### config.mk
export PLATFORM = sky130hd
export DESIGN_NAME = twm_master
export DESIGN_NICKNAME = d
export VERILOG_FILES = /design/src/shared/twm_pkg.sv /design/src/design/twm_master.sv
export VERILOG_INCLUDE_DIRS = /design/src /design/src/shared
export SDC_FILE = /design/constraint.sdc
export NUM_CORES = 1
export LEC_CHECK = 0
export BUFFER_PORTS_ARGS = -buffer_cell sky130_fd_sc_hd__buf_2
export CAP_MARGIN = 15
export CORE_MARGIN = 3
export CORE_UTILIZATION = 33
export DETAILED_ROUTE_END_ITERATION = 10
export SLEW_MARGIN = 25
export SYNTH_ARGS = -nofsm -noshare
export SYNTH_HDL_FRONTEND = slang
export SYNTH_SLANG_ARGS = --single-unit
### constraint.sdc
create_clock -name sys_clk_i -period 2.7 [get_ports sys_clk_i]
set_clock_uncertainty 0.2 [all_clocks]
set_input_delay 0.135 -clock sys_clk_i [delete_from_list [all_inputs] [get_ports sys_clk_i]]
set_output_delay 0.135 -clock sys_clk_i [all_outputs]
set_load 0.03 [all_outputs]
### src/shared/twm_map.svh
// Purpose: constants of the two-wire master engine
// Assumes: included by its bare name
// Notes:   field positions index the flag and enable vectors
`ifndef TWM_MAP_SVH
`define TWM_MAP_SVH

// ****************************************
// widths and counts
// ****************************************
`define TWM_ADDR_W     7
`define TWM_DIV_W      8
`define TWM_EXP_W      3
`define TWM_CNT_W      16
`define TWM_BIT_W      4
`define TWM_FIFO_DEPTH 16
`define TWM_LAST_BIT   4'h7
`define TWM_ACK_BIT    4'h8
`define TWM_MIN_TICKS  16'h0002

// ****************************************
// flag and enable positions
// ****************************************
`define TWM_FLG_TRANSMIT_READY_FLAG  0
`define TWM_FLG_RECEIVE_READY_FLAG  1
`define TWM_FLG_NOT_ACKNOWLEDGED_FLAG   2
`define TWM_FLG_W      3

`endif

### src/shared/twm_pkg.sv
// Purpose: types of the two-wire master engine
// Assumes: nothing
// Notes:   states and byte phases only
package twm_pkg;

	typedef enum logic [3:0] {
		ST_IDLE,
		ST_START_HOLD,
		ST_BIT_LOW,
		ST_BIT_HIGH,
		ST_WAIT_TX,
		ST_RS_LOW,
		ST_RS_HIGH,
		ST_STOP_LOW,
		ST_STOP_HIGH,
		ST_STOP_REL
	} twm_state_e;

	typedef enum logic [1:0] {
		PH_ADDR,
		PH_INTERNAL_ADDRESS_BYTES,
		PH_WDATA,
		PH_RDATA
	} twm_phase_e;

endpackage : twm_pkg

### src/design/twm_master.sv
// Purpose: master engine of a two-wire serial interface with transmit FIFO
// Assumes: open-drain pins resolved outside; control bits from same clock
// Notes:   control and status are plain ports, no register bus
`timescale 1ns/1ps
`default_nettype none
`include "twm_map.svh"

// ****************************************
// transmit FIFO
// ****************************************
module twm_fifo #(
	parameter int W = 8,
	parameter int D = `TWM_FIFO_DEPTH
) (
	input  wire logic         clk_i,
	input  wire logic         rst_n_i,
	input  wire logic [W-1:0] in_data_i,
	input  wire logic         in_valid_i,
	output logic              in_ready_o,
	output logic [W-1:0]      out_data_o,
	output logic              out_valid_o,
	input  wire logic         out_ready_i
);
	localparam int AW = (D > 1) ? $clog2(D) : 1;
	localparam logic [AW:0] FULL = (AW+1)'(D);

	logic [W-1:0]  mem_q [D];
	logic [AW-1:0] wr_q;
	logic [AW-1:0] rd_q;
	logic [AW:0]   cnt_q;
	logic [AW:0]   cnt_d;
	logic          push;
	logic          pop;

	assign push = in_valid_i & in_ready_o;
	assign pop = out_ready_i & out_valid_o;
	assign out_data_o = mem_q[rd_q];

	always_comb begin
		cnt_d = cnt_q;
		if (push & ~pop) begin
			cnt_d = cnt_q + 1'b1;
		end else if (pop & ~push) begin
			cnt_d = cnt_q - 1'b1;
		end
	end

	always_ff @(posedge clk_i) begin
		if (push) begin
			mem_q[wr_q] <= in_data_i;
		end
	end

	always_ff @(posedge clk_i or negedge rst_n_i) begin
		if (!rst_n_i) begin
			wr_q        <= '0;
			rd_q        <= '0;
			cnt_q       <= '0;
			in_ready_o  <= 1'b0;
			out_valid_o <= 1'b0;
		end else begin
			if (push) begin
				wr_q <= (wr_q == AW'(D - 1)) ? '0 : wr_q + 1'b1;
			end
			if (pop) begin
				rd_q <= (rd_q == AW'(D - 1)) ? '0 : rd_q + 1'b1;
			end
			cnt_q       <= cnt_d;
			in_ready_o  <= (cnt_d != FULL);
			out_valid_o <= (cnt_d != '0);
		end
	end
endmodule : twm_fifo

// ****************************************
// master engine
// ****************************************
module twm_master (
	input  wire logic                  sys_clk_i,
	input  wire logic                  rst_n_i,
	input  wire logic                  master_enable_cmd_i,
	input  wire logic                  slave_disable_cmd_i,
	input  wire logic [`TWM_ADDR_W-1:0] target_device_address_i,
	input  wire logic                  read_direction_i,
	input  wire logic [1:0]            internal_address_size_i,
	input  wire logic [23:0]           internal_address_bytes_i,
	input  wire logic [`TWM_EXP_W-1:0] clock_exponent_divider_i,
	input  wire logic [`TWM_DIV_W-1:0] clock_high_divider_i,
	input  wire logic [`TWM_DIV_W-1:0] clock_low_divider_i,
	input  wire logic                  start_cmd_i,
	input  wire logic                  stop_cmd_i,
	input  wire logic [7:0]            tx_data_i,
	input  wire logic                  tx_valid_i,
	output logic                       tx_ready_o,
	input  wire logic                  rx_read_i,
	output logic [7:0]                 rx_data_o,
	input  wire logic                  status_read_i,
	input  wire logic [`TWM_FLG_W-1:0] int_enable_i,
	output logic                       transmit_ready_flag_o,
	output logic                       receive_ready_flag_o,
	output logic                       not_acknowledged_flag_o,
	output logic                       irq_o,
	input  wire logic                  serial_clock_line_i,
	output logic                       serial_clock_line_o,
	output logic                       serial_clock_line_oe_o,
	input  wire logic                  serial_data_line_i,
	output logic                       serial_data_line_o,
	output logic                       serial_data_line_oe_o
);
	twm_pkg::twm_state_e       st_q;
	twm_pkg::twm_phase_e       ph_q;
	logic [`TWM_CNT_W-1:0]     cnt_q;
	logic [`TWM_CNT_W-1:0]     lo_ticks;
	logic [`TWM_CNT_W-1:0]     hi_ticks;
	logic [`TWM_BIT_W-1:0]     bit_q;
	logic [7:0]                sh_q;
	logic [1:0]                ia_q;
	logic                      rd_q;
	logic                      rdir_q;
	logic                      ack_drv_q;
	logic                      stop_pend_q;
	logic                      scl_m_q;
	logic                      scl_s_q;
	logic                      sda_m_q;
	logic                      sda_s_q;
	logic [7:0]                fifo_data;
	logic                      fifo_valid;
	logic                      pop;
	logic                      active;
	logic                      bit_end;
	logic                      ack_end;
	logic                      tx_ph;
	logic                      ack_evt;
	logic                      not_acknowledged_flag_evt;
	logic                      rx_land;
	logic                      rx_stall;
	logic                      sda_drv;
	logic                      sda_drv_q;
	logic [`TWM_FLG_W-1:0]     flags;

	// ****************************************
	// pin sampling and tick counts
	// ****************************************
	always_ff @(posedge sys_clk_i or negedge rst_n_i) begin
		if (!rst_n_i) begin
			scl_m_q <= 1'b1;
			scl_s_q <= 1'b1;
			sda_m_q <= 1'b1;
			sda_s_q <= 1'b1;
		end else begin
			scl_m_q <= serial_clock_line_i;
			scl_s_q <= scl_m_q;
			sda_m_q <= serial_data_line_i;
			sda_s_q <= sda_m_q;
		end
	end

	// shift keeps 16 bits: 8-bit divider times at most 2^7
	assign lo_ticks = ({8'h00, clock_low_divider_i} << clock_exponent_divider_i)
		+ `TWM_MIN_TICKS;
	assign hi_ticks = ({8'h00, clock_high_divider_i} << clock_exponent_divider_i)
		+ `TWM_MIN_TICKS;

	twm_fifo #(.W(8), .D(`TWM_FIFO_DEPTH)) u_txq (
		.clk_i      (sys_clk_i),
		.rst_n_i    (rst_n_i),
		.in_data_i  (tx_data_i),
		.in_valid_i (tx_valid_i),
		.in_ready_o (tx_ready_o),
		.out_data_o (fifo_data),
		.out_valid_o(fifo_valid),
		.out_ready_i(pop)
	);

	// ****************************************
	// bit and byte events
	// ****************************************
	assign active = master_enable_cmd_i & slave_disable_cmd_i;
	assign bit_end = (st_q == twm_pkg::ST_BIT_HIGH) && scl_s_q && (cnt_q == '0);
	assign ack_end = bit_end && (bit_q == `TWM_ACK_BIT);
	assign tx_ph = (ph_q != twm_pkg::PH_RDATA);
	assign not_acknowledged_flag_evt = ack_end & tx_ph & sda_s_q;
	assign ack_evt = ack_end & tx_ph & ~sda_s_q;
	assign rx_land = bit_end && (bit_q == `TWM_LAST_BIT) && (ph_q == twm_pkg::PH_RDATA);
	assign rx_stall = (ph_q == twm_pkg::PH_RDATA) && (bit_q == `TWM_LAST_BIT)
		&& receive_ready_flag_o;
	// data present wins over a pending STOP
	assign pop = (st_q == twm_pkg::ST_WAIT_TX) && fifo_valid;

	always_comb begin
		sda_drv = 1'b0;
		case (st_q)
			twm_pkg::ST_START_HOLD,
			twm_pkg::ST_STOP_LOW,
			twm_pkg::ST_STOP_HIGH: sda_drv = 1'b1;
			twm_pkg::ST_BIT_LOW,
			twm_pkg::ST_BIT_HIGH: begin
				if (bit_q == `TWM_ACK_BIT) begin
					sda_drv = ~tx_ph & ack_drv_q;
				end else begin
					sda_drv = tx_ph & ~sh_q[7];
				end
			end
			default: sda_drv = 1'b0;
		endcase
	end

	// ****************************************
	// sequencer
	// ****************************************
	always_ff @(posedge sys_clk_i or negedge rst_n_i) begin
		if (!rst_n_i) begin
			st_q   <= twm_pkg::ST_IDLE;
			ph_q   <= twm_pkg::PH_ADDR;
			cnt_q  <= '0;
			bit_q  <= '0;
			sh_q   <= '0;
			ia_q   <= '0;
			rd_q   <= 1'b0;
			rdir_q <= 1'b0;
		end else begin
			if (cnt_q != '0 && !(st_q == twm_pkg::ST_BIT_LOW && rx_stall)) begin
				cnt_q <= cnt_q - 1'b1;
			end
			case (st_q)
				twm_pkg::ST_IDLE: begin
					// target address sampled here and again at repeated START; internal address bytes are read live, so hold both through a transfer
					if (active && (start_cmd_i ? read_direction_i
						: (fifo_valid && !read_direction_i))) begin
						rdir_q <= read_direction_i;
						ia_q   <= internal_address_size_i;
						rd_q   <= read_direction_i && (internal_address_size_i == 2'h0);
						sh_q   <= {target_device_address_i,
							read_direction_i && (internal_address_size_i == 2'h0)};
						ph_q   <= twm_pkg::PH_ADDR;
						bit_q  <= '0;
						cnt_q  <= hi_ticks;
						st_q   <= twm_pkg::ST_START_HOLD;
					end
				end
				twm_pkg::ST_START_HOLD: begin
					if (cnt_q == '0) begin
						cnt_q <= lo_ticks;
						st_q  <= twm_pkg::ST_BIT_LOW;
					end
				end
				twm_pkg::ST_BIT_LOW: begin
					if (cnt_q == '0 && !rx_stall) begin
						cnt_q <= hi_ticks;
						st_q  <= twm_pkg::ST_BIT_HIGH;
					end
				end
				twm_pkg::ST_BIT_HIGH: begin
					if (bit_end && bit_q != `TWM_ACK_BIT) begin
						sh_q  <= {sh_q[6:0], sda_s_q};
						bit_q <= bit_q + 1'b1;
						cnt_q <= lo_ticks;
						st_q  <= twm_pkg::ST_BIT_LOW;
					end else if (ack_end) begin
						bit_q <= '0;
						cnt_q <= lo_ticks;
						if (not_acknowledged_flag_evt) begin
							st_q <= twm_pkg::ST_STOP_LOW;
						end else begin
							case (ph_q)
								twm_pkg::PH_ADDR: begin
									if (rd_q) begin
										ph_q <= twm_pkg::PH_RDATA;
										st_q <= twm_pkg::ST_BIT_LOW;
									end else if (ia_q != 2'h0) begin
										ph_q <= twm_pkg::PH_INTERNAL_ADDRESS_BYTES;
										sh_q <= ia_byte(ia_q);
										st_q <= twm_pkg::ST_BIT_LOW;
									end else begin
										ph_q <= twm_pkg::PH_WDATA;
										st_q <= twm_pkg::ST_WAIT_TX;
									end
								end
								twm_pkg::PH_INTERNAL_ADDRESS_BYTES: begin
									ia_q <= ia_q - 1'b1;
									if (ia_q > 2'h1) begin
										sh_q <= ia_byte(ia_q - 2'h1);
										st_q <= twm_pkg::ST_BIT_LOW;
									end else if (rdir_q) begin
										st_q <= twm_pkg::ST_RS_LOW;
									end else begin
										ph_q <= twm_pkg::PH_WDATA;
										st_q <= twm_pkg::ST_WAIT_TX;
									end
								end
								twm_pkg::PH_WDATA: st_q <= twm_pkg::ST_WAIT_TX;
								default: begin
									// last byte left unacknowledged, then STOP
									st_q <= ack_drv_q ? twm_pkg::ST_BIT_LOW
										: twm_pkg::ST_STOP_LOW;
								end
							endcase
						end
					end
				end
				twm_pkg::ST_WAIT_TX: begin
					if (fifo_valid) begin
						sh_q  <= fifo_data;
						cnt_q <= lo_ticks;
						st_q  <= twm_pkg::ST_BIT_LOW;
					end else if (stop_pend_q) begin
						cnt_q <= lo_ticks;
						st_q  <= twm_pkg::ST_STOP_LOW;
					end
				end
				twm_pkg::ST_RS_LOW: begin
					if (cnt_q == '0) begin
						cnt_q <= hi_ticks;
						st_q  <= twm_pkg::ST_RS_HIGH;
					end
				end
				twm_pkg::ST_RS_HIGH: begin
					if (cnt_q == '0 && scl_s_q) begin
						rd_q  <= 1'b1;
						ph_q  <= twm_pkg::PH_ADDR;
						sh_q  <= {target_device_address_i, 1'b1};
						cnt_q <= hi_ticks;
						st_q  <= twm_pkg::ST_START_HOLD;
					end
				end
				twm_pkg::ST_STOP_LOW: begin
					if (cnt_q == '0) begin
						cnt_q <= hi_ticks;
						st_q  <= twm_pkg::ST_STOP_HIGH;
					end
				end
				twm_pkg::ST_STOP_HIGH: begin
					if (cnt_q == '0 && scl_s_q) begin
						cnt_q <= hi_ticks;
						st_q  <= twm_pkg::ST_STOP_REL;
					end
				end
				twm_pkg::ST_STOP_REL: begin
					// bus-free time before a new START
					if (cnt_q == '0) begin
						st_q <= twm_pkg::ST_IDLE;
					end
				end
				default: st_q <= twm_pkg::ST_IDLE;
			endcase
		end
	end

	function automatic logic [7:0] ia_byte(input logic [1:0] n);
		case (n)
			2'h3: ia_byte = internal_address_bytes_i[23:16];
			2'h2: ia_byte = internal_address_bytes_i[15:8];
			default: ia_byte = internal_address_bytes_i[7:0];
		endcase
	endfunction : ia_byte

	// ****************************************
	// STOP request and acknowledge choice
	// ****************************************
	always_ff @(posedge sys_clk_i or negedge rst_n_i) begin
		if (!rst_n_i) begin
			stop_pend_q <= 1'b0;
			ack_drv_q   <= 1'b0;
		end else begin
			if (st_q == twm_pkg::ST_IDLE) begin
				stop_pend_q <= stop_cmd_i;
			end else if (stop_cmd_i) begin
				stop_pend_q <= 1'b1;
			end
			if (rx_land) begin
				ack_drv_q <= ~stop_pend_q;
			end
		end
	end

	// ****************************************
	// status flags, set wins over clear
	// ****************************************
	assign flags = {not_acknowledged_flag_o, receive_ready_flag_o, transmit_ready_flag_o};

	always_ff @(posedge sys_clk_i or negedge rst_n_i) begin
		if (!rst_n_i) begin
			transmit_ready_flag_o   <= 1'b0;
			receive_ready_flag_o    <= 1'b0;
			not_acknowledged_flag_o <= 1'b0;
			rx_data_o               <= '0;
			irq_o                   <= 1'b0;
		end else begin
			if (ack_evt) begin
				transmit_ready_flag_o <= 1'b1;
			end else if (tx_valid_i && tx_ready_o) begin
				transmit_ready_flag_o <= 1'b0;
			end
			if (rx_land) begin
				rx_data_o            <= {sh_q[6:0], sda_s_q};
				receive_ready_flag_o <= 1'b1;
			end else if (rx_read_i) begin
				receive_ready_flag_o <= 1'b0;
			end
			if (not_acknowledged_flag_evt) begin
				not_acknowledged_flag_o <= 1'b1;
			end else if (status_read_i) begin
				not_acknowledged_flag_o <= 1'b0;
			end
			irq_o <= |(flags & int_enable_i);
		end
	end

	// ****************************************
	// open-drain pins: pull low or release
	// ****************************************
	always_ff @(posedge sys_clk_i or negedge rst_n_i) begin
		if (!rst_n_i) begin
			serial_clock_line_o    <= 1'b0;
			serial_clock_line_oe_o <= 1'b0;
			serial_data_line_o     <= 1'b0;
			serial_data_line_oe_o  <= 1'b0;
			sda_drv_q              <= 1'b0;
		end else begin
			serial_clock_line_o    <= 1'b0;
			serial_data_line_o     <= 1'b0;
			serial_clock_line_oe_o <= (st_q == twm_pkg::ST_BIT_LOW)
				|| (st_q == twm_pkg::ST_WAIT_TX) || (st_q == twm_pkg::ST_RS_LOW)
				|| (st_q == twm_pkg::ST_STOP_LOW);
			// data lags the clock pin a cycle, so it never moves as clock falls
			sda_drv_q              <= sda_drv;
			serial_data_line_oe_o  <= sda_drv_q;
		end
	end
endmodule : twm_master

`default_nettype wire

==> results_dict.tcl <==
set metrics [dict create \
    synthCells 906 \
    clk_pin_slew_ns 0.06 \
    first_global_vias 8213 \
    fin_crit_sh_pct 98.8 \
    hpwl_um 21000 \
    ys_ff_latch 202 \
    initial_core_util_pct 34.0 \
    die_h_um 188 \
    fmax_ghz 0.375 \
    hp-class "in -> async" \
    reg2reg_to "sh_q[7]$_DFFE_PN0P_" \
    power_frac_seq_pct 46.2 \
    hold_viol 0 \
    dp.cells 1473 \
    drc 0 \
    synth_cell_type_count 78 \
    synth.avg_cell_area_sq_um 12.0 \
    cpMaxStageDelayCell "or4_4" \
    synth_edf_count 128 \
    internal_power_mw 6.06 \
    grt_max_degree 37 \
    r2r_cells 8 \
    p_clk_share_pct 39.4 \
    r2r_start "cnt_q[9]$_DFF_PN0_" \
    grt_pass1_wl_um 46000 \
    synth_top_cell_by_area "edfxtp_1" \
    timing.critical_path.mode_cell "or4_4" \
    r2r_setup_slack_ns 0.03 \
    utilization_pct 43.1 \
    synth_area_sq_um 10900 \
    cap_violations 0 \
    drive_gt1_share_pct 30.2 \
    ant_nets 0 \
    yosysSeqAreaShare_pct 52.4 \
    cts_buffer_depth 3 \
    setup_violations 0 \
    die_area_sq_um 35200 \
    leakage_nw 5.14 \
    areaGrowthSynthToFinish_pct 26.8 \
    power.density_nw_per_um2 594 \
    insertion_delay_ns 0.52 \
    status "complete, no violations" \
    avgViaCountPerCell 5.30 \
    required_ns 2.90 \
    fin_total_pwr_mw 8.20 \
    tritoncts "done" \
    cts_root_buffer "clkbuf_16" \
    ys.flop_type "edfxtp_1" \
    routed_wl_um 28800 \
    synth_area_leaders "edfxtp_1 (35%), dfrtp_1 (16%), mux4_2 (10%)" \
    antenna_found_initial 1 \
    wl_per_cell_um 18.5 \
    gp_congestion 0.958 \
    async_flop_share_pct 36.6 \
    cts-htree-levels 1 \
    cts_sinks 202 \
    die_x_um 188 \
    cp_max_fo 8 \
    worst_slew_pin_slew_ns 0.523 \
    whs_ns 0.0288 \
    final_nets 1195 \
    vdd_ir_drop_max_uv 386 \
    p_sw_share_pct 26.1 \
    vias 8234 \
    row_count 65 \
    slew_headroom_pct 65.0 \
    start_kind "flip-flop" \
    path_cells "or4_4 > nor3_4 > nand3_2 > or4_4 > nand2_4 > a211oi_4 > buf_12 > mux2_4" \
    cpPeakStageDelay_ns 0.56 \
    crit_type "reg -> reg" \
    cts_inserted_buffers 23 \
    finalMaxSlewViolations 0 \
    drt_pass1_iterations 6 \
    track_usage_pct 16.1 \
    switching_power_mw 2.14 \
    core_area_sq_um 32000 \
    pwr-share-comb_pct 14.4 \
    arrival_ns 2.87 \
    period_needed_ns 2.67 \
    gr-total-overflow 0 \
    port_buffers 89 \
    yosys_warnings 0 \
    crit_path_end_kind "flip-flop" \
    drt_iter0_markers 794 \
    placedInstanceArea_sq_um 12500 \
    fin_area_sq_um 13800 \
    io_pins 92 \
    synth_top_area_share_pct 35.3 \
    final_cells 1555 \
]
power by group through the flow:
stage          sequential (mW)  clock, mW  combinational (mW)
6_report                  3.78       3.23                1.18
5_1_grt                   3.82       3.43                1.31
4_1_cts                   3.77       3.31                1.16
3_5_place_dp              3.83          0                1.11
3_3_place_gp              3.82          0                1.10
2_1_floorplan             3.80          0               0.671
worst max-delay path, delay by kind of cell, from the launching register on:
kind / cells / cell delay, ns
buffers and inverters: 1 / 0.15
flip-flops: 1 / 0.39
multiplexers: 1 / 0.29
AO/OA/AOI/OAI: 1 / 0.07
AND/OR/NAND/NOR: 5 / 1.47
per-layer routing:
layer	share of wire [%]	vias up	routed length [um]	global-route usage [%]
li1	-	3884	-	-
met4	1.9	0	558	3.43
met5	0	-	0	0
met1	45	4015	13000	23.0
met3	5.9	48	1700	2.58
met2	47	287	13500	26.0
placed cells by master (no fill, tap or decap), types with 8 or more instances in the layout:
cell type        n
a31oi_1         15
clkbuf_16       23
o221ai_1        13
a21oi_1         31
xnor2_1         21
nor3b_1          8
a211oi_1        13
mux2_2          20
mux2i_1         14
a22oi_1         32
nand4_1          9
nor3_1          22
ha_1            16
inv_1           21
xor2_1          14
buf_2           88
nand3_1         18
mux4_2          49
and2_1          18
o21ai_0         39
edfxtp_1       128
and3_1           8
dfrtp_1         69
nor2_1          60
nor2b_1          8
dlygate4sd3_1   37
buf_12           8
nand2_1         82
buf_4           90
cell families (layout without fill, tap and decap cells):
group	Yosys count	after routing	share of synthesized area, %
AOI/OAI and AO/OA	198	198	12.5
xor gates and xnor gates	36	36	2.90
adders and majority gates	17	17	1.95
buffers and inverters	77	289	2.87
DFF	202	202	52.4
muxes	85	85	13.7
other	1	3	0.0345
and+or+nand+nor	290	290	13.6
per-stage QoR:
| step | setup slack, ns | TNS (ns) |
|---|---|---|
| after detailed placement | -0.0329 | -0.0659 |
| after global routing | -0.0711 | -0.342 |
| final | 0.0323 | 0 |
| after global placement | 0.0475 | 0 |
| after CTS | 0.00643 | 0 |
| after floorplan | 0.0157 | 0 |
registers in the layout, summed over array words and instances, names as in the netlist, 2 cells and up:
| register | count |
|---|---|
| u_txq.wr_q | 4 |
| rx_data_o | 8 |
| u_txq.rd_q | 4 |
| sh_q | 8 |
| cnt_q | 16 |
| u_txq.cnt_q | 5 |
| ia_q | 2 |
| u_txq.mem_q | 128 |
| st_q | 4 |
| ph_q | 2 |
| bit_q | 4 |
synth_stat cells (3+ instances only):
cell type	count
dfstp_2	4
a21boi_0	3
buf_4	4
and2_1	18
a22o_1	3
buf_2	7
o21ai_0	39
or2_2	5
xor2_1	15
nand2b_1	6
a21oi_1	32
clkbuf_1	40
a211oi_1	13
nor2_1	63
a31oi_1	15
dfrtp_1	70
nor2b_1	9
xnor2_1	21
inv_1	21
o31ai_1	3
a21o_1	6
or3_1	3
o221ai_1	13
a22oi_1	32
o211ai_1	5
nand3_1	19
nand2_1	83
buf_1	4
o22ai_1	6
nor3b_1	8
nand3b_1	3
mux2i_1	15
edfxtp_1	128
nor3_1	22
or4_1	3
and3_1	8
nor4b_1	4
nor4_1	11
mux2_2	20
ha_1	17
nand4_1	9
mux4_2	49
worst max path at each step:
stage	startpoint	to	slack (ns)	depth (start not counted)
final	cnt_q[9]$_DFF_PN0_	sh_q[7]$_DFFE_PN0P_	0.03	8
after floorplan	u_txq.rd_q[0]$_DFFE_PN0P_	sh_q[7]$_DFFE_PN0P_	0.02	7
after CTS	cnt_q[1]$_DFF_PN0_	sh_q[0]$_DFFE_PN0P_	0.006	10
after global placement	st_q[1]$_DFFE_PN0P_	st_q[2]$_DFFE_PN0P_	0.05	8
after global routing	cnt_q[4]$_DFF_PN0_	sh_q[0]$_DFFE_PN0P_	-0.07	10
after detailed placement	cnt_q[1]$_DFF_PN0_	ph_q[0]$_DFFE_PN0P_	-0.03	9
area by class of cell:
cell class                 count  area (sq um)
antenna                        1          2.50
multi-input combinational    628          5010
fill                        3001         18200
timing repair buffer         226          1680
sequential                   202          5700
tap                          435           544
clock buffer                  25           583
inverter                      22          82.6
clock inverter                16           196
what timing repair did:
item | in CTS | in global routing
setup endpoints to repair | 2 | 46
pin swaps | 0 | 9
resized for setup | 1 | 29
hold buffers | 38 | 0
buffers inserted | 0 | 2
hold endpoints to repair | 228 | 0
No activity file was read; power rests on OpenSTA's default activity.
